===== src/rtl/ccs_defines.vh =====
// Constants for the chain clock synchronisation and control block
// Notes on behaviour
// - Chain sync clears every accepting tick counter to zero in the same shared clock cycle.
// - Sync request completes on master or isolated board, refused with error on slave.
// - Device reports its role: master, pass-through slave, final slave or isolated.
// - Cable status: master forwards clock, or slave follows master rather than local ticks.
// - Error flag when the shared chain clock is not reaching slaves.
// - Separate error flag when the shared chain clock is halted low.
// - Per-counter flag set while the counter on a slave is stepped by the master cable clock; always clear on the master.
// - Per-counter flag selects whether chain synchronisation clears the counter; the time counter ignores it and is never cleared by sync.
// - Per-counter local enable; counter advances only while set.
// - Per-counter flag keeps the value instead of clearing while disabled.
// - Each counter isolated or connected; isolated ignores chain clock and chain resets, except the tick counter on an isolated board, which sync clears.
// - Master gates cable clock; connected counters stop, then resume together.
// - Time counters advance in lockstep but keep own values; loads are local.
// - Time counter captured on on-time edge of pulse-per-second input.
// - Tick counter 64 bits, plus one per shared clock cycle of fixed period.
// - Time counter 64 bits: seconds high half, nanoseconds low half.
`ifndef CCS_DEFINES_VH
`define CCS_DEFINES_VH
`define CCS_CLK_HZ        50000000
`define CCS_TICK_NS       400
`define CCS_TICK_CYC      ((`CCS_TICK_NS * (`CCS_CLK_HZ / 1000000)) / 1000)
`define CCS_NS_WRAP       32'h3B9ACA00
`define CCS_MISS_CYC      (4 * `CCS_TICK_CYC)
`define CCS_ROLE_MASTER   2'h0
`define CCS_ROLE_PASS     2'h1
`define CCS_ROLE_FINAL    2'h2
`define CCS_ROLE_ISO      2'h3
`define CCS_CAB_ENABLED   2'h0
`define CCS_CAB_DISABLED  2'h1
`define CCS_CAB_MISSING   2'h2
`define CCS_CAB_STOPPED   2'h3
`endif


===== src/rtl/ccs_top.v =====
// Chain clock synchronisation and control: roles, cable clock, tick and time counters
`timescale 1ns/100ps
`include "ccs_defines.vh"
module ccs_top (
  input  wire        CLK,
  input  wire        SRST,
  input  wire        CHAIN_IN_PRESENT,
  input  wire        CHAIN_OUT_PRESENT,
  input  wire        MASTER_SEL,
  input  wire        CHAIN_CLK_IN,
  input  wire        CHAIN_ZERO_IN,
  input  wire        PPS_IN,
  input  wire        PPS_POL,
  input  wire        SYNC_REQ,
  input  wire        CABLE_EN_SET,
  input  wire        CABLE_EN_CLR,
  input  wire        CTL_WR,
  input  wire        CTL_SEL,
  input  wire        CTL_LOCAL_EN,
  input  wire        CTL_CABLE_RESET_EN,
  input  wire        CTL_KEEP,
  input  wire        CTL_CONNECT,
  input  wire        LOAD_STB,
  input  wire        LOAD_SEL,
  input  wire [63:0] LOAD_VAL,
  output reg         CHAIN_CLK_OUT,
  output reg         CHAIN_ZERO_OUT,
  output reg  [1:0]  ROLE,
  output reg  [1:0]  CABLE_STATE,
  output reg         SYNC_DONE,
  output reg         SYNC_ERR,
  output reg  [1:0]  CABLE_SYNC,
  output reg  [1:0]  CABLE_RESET_EN,
  output reg  [1:0]  LOCAL_EN,
  output reg  [1:0]  KEEP_WHEN_OFF,
  output reg  [1:0]  CONNECTED,
  output reg  [63:0] TICK_COUNT,
  output reg  [63:0] TIME_COUNT,
  output reg  [63:0] PPS_CAPTURE
);
  localparam DIV_W  = 8;
  localparam MISS_W = 8;

  reg [2:0] clk_sync_q;
  reg [2:0] zero_sync_q;
  reg [2:0] pps_sync_q;
  reg       cable_en_q;
  reg [DIV_W-1:0] div_q;
  reg [MISS_W-1:0] miss_q;
  reg       zero_pend_q;
  reg       is_master_q;
  reg [1:0] role_q;
  reg [1:0] cab_reset_q;
  reg [1:0] local_en_q;
  reg [1:0] keep_q;
  reg [1:0] conn_q;
  wire [63:0] tick_q;
  wire [63:0] time_q;

  // Chain inputs come from another board's clock domain
  always @(posedge CLK)
  begin
    if (SRST)
    begin
      clk_sync_q  <= 3'h0;
      zero_sync_q <= 3'h0;
      pps_sync_q  <= 3'h0;
    end
    else
    begin
      clk_sync_q  <= {clk_sync_q[1:0], CHAIN_CLK_IN};
      zero_sync_q <= {zero_sync_q[1:0], CHAIN_ZERO_IN};
      pps_sync_q  <= {pps_sync_q[1:0], PPS_IN ^ PPS_POL};
    end
  end

  wire cable_rise = clk_sync_q[1] & ~clk_sync_q[2];
  wire zero_rise  = zero_sync_q[1] & ~zero_sync_q[2];
  wire pps_rise   = pps_sync_q[1] & ~pps_sync_q[2];

  // Master's shared clock divider; edge at wrap, phase half-way for output
  wire div_wrap    = (div_q == (`CCS_TICK_CYC - 1));
  wire local_tick  = div_wrap;
  wire master_step = local_tick & cable_en_q;
  wire chain_step  = is_master_q ? master_step : cable_rise;
  wire missing     = !is_master_q && (miss_q >= `CCS_MISS_CYC);
  wire sync_ok     = SYNC_REQ && (role_q == `CCS_ROLE_MASTER || role_q == `CCS_ROLE_ISO);
  wire chain_zero  = is_master_q ? zero_pend_q : zero_rise;

  // Connected counters step on the chain clock, isolated ones on local ticks
  wire tick_step = conn_q[0] ? chain_step : local_tick;
  wire time_step = conn_q[1] ? chain_step : local_tick;
  wire tick_zero = chain_zero | (sync_ok && role_q == `CCS_ROLE_ISO);

  always @(posedge CLK)
  begin
    if (SRST)
    begin
      div_q         <= {DIV_W{1'b0}};
      miss_q        <= {MISS_W{1'b0}};
      cable_en_q    <= 1'b1;
      zero_pend_q   <= 1'b0;
      is_master_q   <= 1'b0;
      role_q        <= `CCS_ROLE_ISO;
      cab_reset_q   <= 2'h3;
      local_en_q    <= 2'h3;
      keep_q        <= 2'h0;
      conn_q        <= 2'h0;
      CHAIN_CLK_OUT <= 1'b0;
      CHAIN_ZERO_OUT <= 1'b0;
      ROLE          <= `CCS_ROLE_ISO;
      CABLE_STATE   <= `CCS_CAB_ENABLED;
      SYNC_DONE     <= 1'b0;
      SYNC_ERR      <= 1'b0;
      CABLE_SYNC    <= 2'h0;
      CABLE_RESET_EN <= 2'h0;
      LOCAL_EN      <= 2'h0;
      KEEP_WHEN_OFF <= 2'h0;
      CONNECTED     <= 2'h0;
      TICK_COUNT    <= 64'h0000000000000000;
      TIME_COUNT    <= 64'h0000000000000000;
      PPS_CAPTURE   <= 64'h0000000000000000;
    end
    else
    begin
      div_q <= div_wrap ? {DIV_W{1'b0}} : div_q + {{(DIV_W-1){1'b0}}, 1'b1};
      is_master_q <= MASTER_SEL && CHAIN_OUT_PRESENT;
      if (MASTER_SEL && CHAIN_OUT_PRESENT)
        role_q <= `CCS_ROLE_MASTER;
      else if (!CHAIN_IN_PRESENT)
        role_q <= `CCS_ROLE_ISO;
      else if (CHAIN_OUT_PRESENT)
        role_q <= `CCS_ROLE_PASS;
      else
        role_q <= `CCS_ROLE_FINAL;
      ROLE <= role_q;
      if (CABLE_EN_SET)
        cable_en_q <= 1'b1;
      else if (CABLE_EN_CLR)
        cable_en_q <= 1'b0;
      // Cable edge watchdog on slaves
      if (cable_rise || is_master_q)
        miss_q <= {MISS_W{1'b0}};
      else if (!missing)
        miss_q <= miss_q + {{(MISS_W-1){1'b0}}, 1'b1};
      // Master zero pulse waits for the next shared edge so all boards clear together
      if (sync_ok && role_q == `CCS_ROLE_MASTER)
        zero_pend_q <= 1'b1;
      else if (master_step)
        zero_pend_q <= 1'b0;
      SYNC_DONE <= sync_ok;
      SYNC_ERR  <= SYNC_REQ && !sync_ok;
      if (is_master_q)
        CABLE_STATE <= cable_en_q ? `CCS_CAB_ENABLED : `CCS_CAB_DISABLED;
      else if (missing && !clk_sync_q[1])
        CABLE_STATE <= `CCS_CAB_STOPPED;
      else if (missing)
        CABLE_STATE <= `CCS_CAB_MISSING;
      else
        CABLE_STATE <= (conn_q != 2'h0) ? `CCS_CAB_ENABLED : `CCS_CAB_DISABLED;
      if (CTL_WR)
      begin
        local_en_q[CTL_SEL]  <= CTL_LOCAL_EN;
        cab_reset_q[CTL_SEL] <= CTL_CABLE_RESET_EN;
        keep_q[CTL_SEL]      <= CTL_KEEP;
        conn_q[CTL_SEL]      <= CTL_CONNECT;
      end
      // Forward clock: master drives its own, slaves repeat the cable
      CHAIN_CLK_OUT  <= is_master_q ? (cable_en_q && div_q < (`CCS_TICK_CYC / 2)) : clk_sync_q[1];
      CHAIN_ZERO_OUT <= is_master_q ? zero_pend_q : zero_sync_q[1];
      CABLE_SYNC     <= conn_q & {2{!is_master_q && !missing}};
      CABLE_RESET_EN <= cab_reset_q;
      LOCAL_EN       <= local_en_q;
      KEEP_WHEN_OFF  <= keep_q;
      CONNECTED      <= conn_q;
      TICK_COUNT     <= tick_q;
      TIME_COUNT     <= time_q;
      if (pps_rise)
        PPS_CAPTURE <= time_q;
    end
  end

  ccs_counter #(.IS_TIME(0)) u_tick (
    .clk            (CLK),
    .srst           (SRST),
    .step           (tick_step),
    .chain_zero     (tick_zero),
    .connected      (conn_q[0] | (role_q == `CCS_ROLE_ISO)),
    .cable_reset_en (cab_reset_q[0]),
    .local_en       (local_en_q[0]),
    .keep_when_off  (keep_q[0]),
    .load           (1'b0),
    .load_val       (64'h0000000000000000),
    .count_q        (tick_q)
  );

  ccs_counter #(.IS_TIME(1)) u_time (
    .clk            (CLK),
    .srst           (SRST),
    .step           (time_step),
    .chain_zero     (1'b0),
    .connected      (conn_q[1]),
    .cable_reset_en (cab_reset_q[1]),
    .local_en       (local_en_q[1]),
    .keep_when_off  (keep_q[1]),
    .load           (LOAD_STB && LOAD_SEL),
    .load_val       (LOAD_VAL),
    .count_q        (time_q)
  );
endmodule


===== src/rtl/ccs_counter.v =====
// One chain-driven counter: tick counter or seconds/nanoseconds time counter
`timescale 1ns/100ps
`include "ccs_defines.vh"
module ccs_counter #(
  parameter IS_TIME = 0
) (
  input  wire        clk,
  input  wire        srst,
  input  wire        step,
  input  wire        chain_zero,
  input  wire        connected,
  input  wire        cable_reset_en,
  input  wire        local_en,
  input  wire        keep_when_off,
  input  wire        load,
  input  wire [63:0] load_val,
  output reg  [63:0] count_q
);
  reg [63:0] count_d;
  wire [31:0] ns_next = count_q[31:0] + `CCS_TICK_NS;

  always @*
  begin
    count_d = count_q;
    if (load)
      count_d = load_val;
    else if (connected && cable_reset_en && chain_zero)
      count_d = 64'h0000000000000000;
    else if (!local_en)
    begin
      if (!keep_when_off)
        count_d = 64'h0000000000000000;
    end
    else if (step)
    begin
      if (IS_TIME != 0)
      begin
        if (ns_next >= `CCS_NS_WRAP)
        begin
          count_d[31:0]  = ns_next - `CCS_NS_WRAP;
          count_d[63:32] = count_q[63:32] + 32'h00000001;
        end
        else
          count_d[31:0] = ns_next;
      end
      else
        count_d = count_q + 64'h0000000000000001;
    end
  end

  always @(posedge clk)
  begin
    if (srst)
      count_q <= 64'h0000000000000000;
    else
      count_q <= count_d;
  end
endmodule


===== config.mk =====
export PLATFORM = sky130hd
export DESIGN_NAME = ccs_top
export DESIGN_NICKNAME = d
export VERILOG_FILES = /design/src/rtl/ccs_top.v /design/src/rtl/ccs_counter.v
export VERILOG_INCLUDE_DIRS = /design/src /design/src/rtl
export SDC_FILE = /design/constraint.sdc
export NUM_CORES = 1
export LEC_CHECK = 0
export ABC_CLOCK_PERIOD_IN_PS = 6000
export BUFFER_PORTS_ARGS = -buffer_cell sky130_fd_sc_hd__buf_2
export CORE_MARGIN = 1
export CORE_UTILIZATION = 45
export CTS_BUF_LIST = sky130_fd_sc_hd__clkbuf_16
export CTS_CLUSTER_SIZE = 8
export DETAILED_ROUTE_END_ITERATION = 8
export HOLD_SLACK_MARGIN = 0.02
export PLACE_DENSITY = 0.71
export SLEW_MARGIN = 20
export SYNTH_ARGS = -nofsm -noshare
export SYNTH_HDL_FRONTEND = slang
export SYNTH_SLANG_ARGS = --single-unit

===== constraint.sdc =====
create_clock -name CLK -period 6 [get_ports CLK]
set_clock_uncertainty 0.2 [all_clocks]
set_input_delay 0 -clock CLK [delete_from_list [all_inputs] [get_ports CLK]]
set_output_delay 0 -clock CLK [all_outputs]
set_load 0.05 [all_outputs]

==> metrics list, run 1 <==
- In this run the core area contains 68 standard-cell rows.
* CTS root buf: sky130_fd_sc_hd__clkbuf_16
* CTS hold repair buffers: 124
- IR analysis of the VDD net gives a maximum drop of 0.2139 mV.
* Number of warnings issued by yosys: 0
- Max-Slew Margin vs Limit: 0.3157
- Dominant cell type by area after synthesis: sky130_fd_sc_hd__dfxtp_1
- After technology mapping, the gate count stands at 1,855.
* Hold Vio Cnt, Final: 0
- After detailed routing, the average wire length per cell comes to 18.01 um.
- Sort of element at the start of the critical path: flop
- The initial utilization of the core area, before any placement, comes to 0.4568.
* Commonest cells in the netlist: sky130_fd_sc_hd__dfxtp_1, sky130_fd_sc_hd__nand2_1, sky130_fd_sc_hd__nor2_1
- Summed over all failing endpoints, the final setup total negative slack is 0 ns.
* Slew at the pin with the worst max-slew slack: 1.026 ns
- The first routing iteration left 1,089 violations.
- Overall fraction of global-route tracks in use: 0.2647
* CTS Buf Count: 53
- Post-CTS setup buffers: 0
* Post-synth top flop: sky130_fd_sc_hd__dfxtp_1
- GRT Residual Overflow: 0
- Outcome: completed
* Cell Count, Final, Fillers Out: 2,676
- Synthesis produced a netlist with a net count of 1,949.
- HPWL Detailed: 31.72 mm
* Share of cells above drive strength 1: 0.1891
- The netlist uses 80 different library cells.
* Cells taking the most area after synthesis: sky130_fd_sc_hd__dfxtp_1, sky130_fd_sc_hd__nand2_1, sky130_fd_sc_hd__nor2b_1
* Initial antenna violation count: 0
- Area fraction of the dominant cell type after synthesis: 0.4770
* Fill cell count: 3,067
- Detailed routing placed a total of 23.44 mm of wire on met2.
* Pin count of the biggest net entering global routing: 124
* PostCTS Resize Cnt: 0
- Clock period minus final worst setup slack: 5.436 ns
- TritonCTS built the clock tree.
- In the final routing, the length of wire on met1 measures 20.29 mm.
- By startpoint and endpoint, the worst setup path is classified as flop to flop.
* Total instance count after detailed placement: 2,492
- The first global-routing pass estimated 76.17 mm of wire.
- Pwr dens: 301.8 nW/um2
- Design Area, Final: 20,090 um2
* Number of nets at the end of the flow: 2,310
- For this design the static power due to leakage is 8.194 nW.
- After synthesis the cells add up to 15,780 um2.
* Antenna Diode Count: 0
- Summing all flip-flop and latch instances after layout gives 7527 um2.
- Setup repair after global routing left no endpoint under its margin.
* I/O Pins: 294
- The worst hold path belongs to the class primary input to flop.
- Number of sinks driven by the clock tree: 376
* Critical path fanouts, max: 30
- Setup violation total in the final timing report: 0
- Yosys instantiated no cell more often than sky130_fd_sc_hd__dfxtp_1.
* Via Count: 14.70k
* Clock buffer depth: 3
- Worst EP arrival: 5.77 ns
* Vias in the first global route: 14.34k
- The average instance in the mapped netlist occupies 8.506 um2.
- Clock latency on the worst-skew pair, taken at its later pin, is 0.59 ns.
- In this run the tool buffered the top-level ports with 293 buffer cells.
- The die covers 35,820 um2.
* Die span in y: 189.3 um
* Clock-pin slew of the registers on the worst-case setup and hold paths: 0.05 ns
- Register bit count reported by yosys: 376
* Final Wtd Congestion: 0.9327
* Area of placed instances: 17,430 um2
- Max-cap violations in this run came to 0.
- The H-tree was split into 2 levels.
* Highest layer used for signal routing: met4
* Multi-input combinational cell area: 7664 um2
- Endpoint kind of the worst setup timing path: flop
* DR WL met3: 2.979 mm
- Maximum clock frequency: 184.0 MHz
- Area inside the core boundary: 34,540 um2
* Remaining number of nets flagged by the antenna check after routing: 0
* Count of flip-flops with a built-in enable after synthesis: 0
- The first detailed-routing pass took 5 iterations.
- Post-detailed-routing wire length: 48.19 mm
- Register area share after synthesis: 0.4770
* CP required: 6.33 ns
- Dividing the detail-routed via count by the number of cells gives 5.492.
- For this run, asynchronously set or reset flops after synthesis account for 0.
- In the finished design, the share of the clock period the worst path needs comes to 0.9059.
* Max-slew violation count: 0
* Area Growth Syn to Fin: 27.30%
* DRC: 0
* X dimension of the die: 189.3 um
[metal layers]
layer  GRT usage  vias to the layer above
li1            -                     7061
met1      0.3327                     7009
met2      0.4481                      537
met3     0.04745                       89
met4      0.1048                        0
met5           0                        -
[power by group]
part,internal (mW),switching [mW],total [mW]
Sequential,2.58,0.114,2.70
Combinational,0.267,0.489,0.756
Clock,1.55,1.05,2.61
[area by class of cell]
type | instances | area share
Clock inverter | 7 | 0.004360
Clock buffer | 53 | 0.06603
Inverter | 26 | 0.004859
Sequential cell | 376 | 0.3747
Multi-Input combinational cell | 1329 | 0.3815
Timing Repair Buffer | 430 | 0.1402
Tap cell | 455 | 0.02834
[layout by cell type, fill, tap and decap left out, types with 38 or more instances in the layout]
| master | instances |
|---|---|
| sky130_fd_sc_hd__buf_2 | 292 |
| sky130_fd_sc_hd__a21oi_1 | 128 |
| sky130_fd_sc_hd__nor2b_1 | 132 |
| sky130_fd_sc_hd__nand3_1 | 77 |
| sky130_fd_sc_hd__xor2_1 | 50 |
| sky130_fd_sc_hd__dlygate4sd3_1 | 124 |
| sky130_fd_sc_hd__dfxtp_1 | 376 |
| sky130_fd_sc_hd__nand2_1 | 271 |
| sky130_fd_sc_hd__nor3_1 | 50 |
| sky130_fd_sc_hd__nand4_1 | 38 |
| sky130_fd_sc_hd__nor2_1 | 186 |
| sky130_fd_sc_hd__clkbuf_16 | 53 |
| sky130_fd_sc_hd__o21ai_0 | 44 |
[worst max-delay path: stages, from the launching register on]
cell	delay (ns)
sky130_fd_sc_hd__dfxtp_1	0.51
sky130_fd_sc_hd__ha_1	0.34
sky130_fd_sc_hd__a211o_1	0.51
sky130_fd_sc_hd__nand3_1	0.32
sky130_fd_sc_hd__nor3_1	0.39
sky130_fd_sc_hd__o221ai_1	0.31
sky130_fd_sc_hd__nor3_1	0.27
sky130_fd_sc_hd__nand2_1	0.48
sky130_fd_sc_hd__a31oi_4	0.90
sky130_fd_sc_hd__buf_4	0.27
sky130_fd_sc_hd__nor2_1	0.04
sky130_fd_sc_hd__a311oi_1	0.24
sky130_fd_sc_hd__dlygate4sd3_1	0.58
[state kept, by name (all words and copies together) (netlist names), 3 cells and up]
| register | flops |
|---|---|
| u_time.count_q | 64 |
| clk_sync_q | 3 |
| TIME_COUNT | 64 |
| PPS_CAPTURE | 64 |
| miss_q | 8 |
| TICK_COUNT | 64 |
| zero_sync_q | 3 |
| u_tick.count_q | 64 |
| pps_sync_q | 3 |
| div_q | 8 |
[final timing paths]
path,from,to,slack (ns),cells after the start
min,LOAD_VAL[24],u_time.count_q[24],0.05,5
max,u_time.count_q[4],u_time.count_q[33],0.56,12
max reg2reg,u_time.count_q[4],u_time.count_q[33],0.56,12
min reg2reg,clk_sync_q[0],clk_sync_q[1],0.24,1
[metrics by stage]
step           hold WS (ns)  power, mW  setup WS [ns]  utilization
6_report            0.04884      6.062         0.5644       0.5815
5_1_grt             0.05693      6.297         0.1849       0.5815
4_1_cts             0.02515      6.099         0.6654       0.5815
3_5_place_dp      -0.008879      3.419          1.214       0.5046
3_3_place_gp       -0.01033      3.408          1.281       0.5046
2_1_floorplan       -0.1026      3.212          2.638            -
[logic make-up after synthesis]
kind of cell | count (synthesis) | synth area share
multiplexers | 24 | 0.01626
flip-flops | 376 | 0.4770
XOR/XNOR | 86 | 0.04774
AND/OR/NAND/NOR | 885 | 0.2747
buffers and inverters | 150 | 0.03941
AO/OA/AOI/OAI | 324 | 0.1369
adder cells (fa/ha/maj) | 10 | 0.007930
(Power assumes the default switching activity.)
==> inputs of run 2 (changes only) <==
ABC_CLOCK_PERIOD_IN_PS = unset   (was 6000)
PLACE_DENSITY = 0.64   (was 0.71)
==> metrics list, run 2 (synthesis gave the netlist of run 1 again) <==
- Endpoint kind of the worst setup timing path: flop
- The largest voltage drop on the vdd net is 0.2642 mV (+23%).
- The total clock sinks came to 376 (unchanged).
- The first-iteration detailed-routing DRC count was 927 (-15%).
* CP required: 6.33 ns (about the same)
- Clock buffer depth: 3 (unchanged)
- Worst EP arrival: 5.69 ns (-0.08 ns)
- Total instance count after detailed placement: 2,490 (-0.080%)
* Final Wtd Congestion: 0.8848 (-5.1%)
- Leaving out fill and tap cells, the most frequent cells in the layout are sky130_fd_sc_hd__dfxtp_1, sky130_fd_sc_hd__buf_2, sky130_fd_sc_hd__nand2_1.
* Maximum clock frequency: 186.8 MHz (+1.5%)
- Die span in y: 189.3 um (unchanged)
- The number of gates given a new drive strength after cts was 0 (unchanged).
* Cell Count, Final, Fillers Out: 2,685 (+0.34%)
- The total number of nets in the final design came to 2,318 (+0.35%).
- Design Area, Final: 20,180 um2 (+0.45%)
- Share of cells above drive strength 1: 0.1872 (-0.001941)
- The area growth from synthesis to layout is 27.87%.
* Via Count: 14.46k (-1.6%)
* GRT Residual Overflow: 0 (unchanged)
- In this run the worst hold path is classified as primary input to flop.
- Slew at the pin with the worst max-slew slack: 1.022 ns (-0.004070 ns)
- The clock-pin slew reported for the worst setup and hold paths after clock tree synthesis is 0.05 ns (about the same).
- The detailed-router iteration count before antenna repair came to 5 (unchanged).
- Category of the critical setup timing path: flop to flop
- The latest clock arrival within the worst-skew pair was 0.59 ns (about the same).
* Routed length per instance: 17.47 um (-3.0%)
* Pin count of the biggest net entering global routing: 169 (+36%)
- HPWL Detailed: 31.35 mm (-1.2%)
* Vias in the first global route: 14.11k (-1.6%)
- The setup slack on the worst flop-to-flop path came to 0.65 ns (+0.08 ns).
* Post-route fraction of the period consumed by the critical path: 0.8921 (-0.01381)
- The worst slew slack as a fraction of its limit came to 0.3184 (+0.002714).
- Post-detailed-routing wire length: 46.91 mm (-2.7%)
- The remaining number of nets flagged by the antenna check after routing is 0 (unchanged).
- The number of buffer cells added on primary ports was 293 (unchanged).
- TritonCTS clock tree: yes
* X dimension of the die: 189.3 um (unchanged)
- Pwr dens: 299.4 nW/um2 (-0.78%)
- The final-layout fill cell count is 3,131 (+2.1%).
- The number of H-tree levels is 2 (unchanged).
* Count of maximum capacitance violations: 0 (unchanged)
* Starting density of the core: 0.4568 (unchanged)
- Final-layout setup total negative slack: 0 ns (unchanged)
* Hold Vio Cnt, Final: 0 (unchanged)
- The remaining routing DRC violations is 0 (unchanged).
- Setup violation total in the final timing report: 0 (unchanged)
- Total number of placement rows: 68 (unchanged)
- I/O Pins: 294 (unchanged)
* Clock period minus final worst setup slack: 5.353 ns (-0.08286 ns)
* Area inside the core boundary: 34,540 um2 (unchanged)
- Sort of element at the start of the critical path: flop
- The number of pins with negative max-slew slack in the final report is 0 (unchanged).
- The library cell used most frequently in the layout, excluding fill and tap cells, is sky130_fd_sc_hd__dfxtp_1.
* Detailed-route vias per instance: 5.384 (-2.0%)
- The top fanout value on the critical path was 35 (+17%).
- The wire length of the first global-routing pass is 74.43 mm (-2.3%).
- Multi-input combinational cell area: 7660 um2 (about the same)
* Initial antenna violation count: 2 (+2)
* Die area: 35,820 um2 (unchanged)
* RSZ-0062 raised after global routing: no
- Clock tree synthesis selected as its root buffer the cell sky130_fd_sc_hd__clkbuf_16.
- The overall routing resource usage is 0.2595 (-0.005229).
- The number of buffers inserted during clock tree synthesis came to 53 (unchanged).
- The sequential cell area came to 7527 um2 (unchanged).
* Leakage Power: 8.224 nW (+0.38%)
* Outcome: completed
- Area of placed instances: 17,430 um2 (about the same)
## run 2: area by class of cell
cell class,count,share of cell area
Sequential cell,376,0.3731
Tap cell,455,0.02822
Timing Repair Buffer,438,0.1444
Clock inverter,6,0.003907
Clock buffer,53,0.06573
Multi-Input combinational cell,1329,0.3796
Antenna cell,2,0.0002480
Inverter,26,0.004837
## run 2: worst paths after layout
| kind | from | endpoint | cells after the start |
|---|---|---|---|
| worst max register to register | u_time.count_q[4] | u_time.count_q[33] | 11 |
| worst max-delay path | u_time.count_q[4] | u_time.count_q[33] | 11 |
| worst min-delay path | LOAD_VAL[56] | u_time.count_q[56] | 4 |
| worst min register to register | pps_sync_q[0] | pps_sync_q[1] | 1 |
## run 2: stage by stage
step                setup slack, ns  total power [mW]  utilization  hold WS (ns)
finish                       0.6472             6.042       0.5841       0.04962
global route                 0.2803             6.276       0.5841       0.06333
CTS                          0.7527             6.093       0.5840       0.02284
detailed placement            1.202             3.416       0.5045      -0.01176
global placement              1.278             3.412       0.5045      -0.01362
floorplan                     2.638             3.212            -       -0.1026
## run 2: report_power, final
group          switching [mW]  leakage, nW  internal [mW]  total (mW)
Sequential              0.109         3.05           2.58        2.69
Clock                    1.04        0.693           1.55        2.59
Combinational           0.488         4.48          0.271       0.759
Total                    1.64         8.22           4.41        6.04
## run 2: timing repair
item	in CTS	in global routing
setup endpoints to repair	0	0
buffers inserted	0	0
hold endpoints to repair	170	0
hold buffers	134	0
## run 2: per-layer routing
layer	vias to the layer above	global-route usage	wire [um]
li1	7078	-	-
met1	6785	0.3227	19890
met2	475	0.4263	22160
met3	118	0.05913	2934
met4	0	0.1194	1929
met5	-	0	0
## run 2: critical path: stages (launching register included)
cell and delay [ns]:
sky130_fd_sc_hd__dfxtp_1 0.52, sky130_fd_sc_hd__ha_1 0.33, sky130_fd_sc_hd__a211o_1 0.50, sky130_fd_sc_hd__nand3_1 0.33, sky130_fd_sc_hd__nor3_1 0.38, sky130_fd_sc_hd__o221ai_1 0.32, sky130_fd_sc_hd__nor3_1 0.29, sky130_fd_sc_hd__nand2_1 0.50
sky130_fd_sc_hd__a31oi_4 1.01, sky130_fd_sc_hd__nor2_1 0.07, sky130_fd_sc_hd__a311oi_1 0.26, sky130_fd_sc_hd__dlygate4sd3_1 0.58
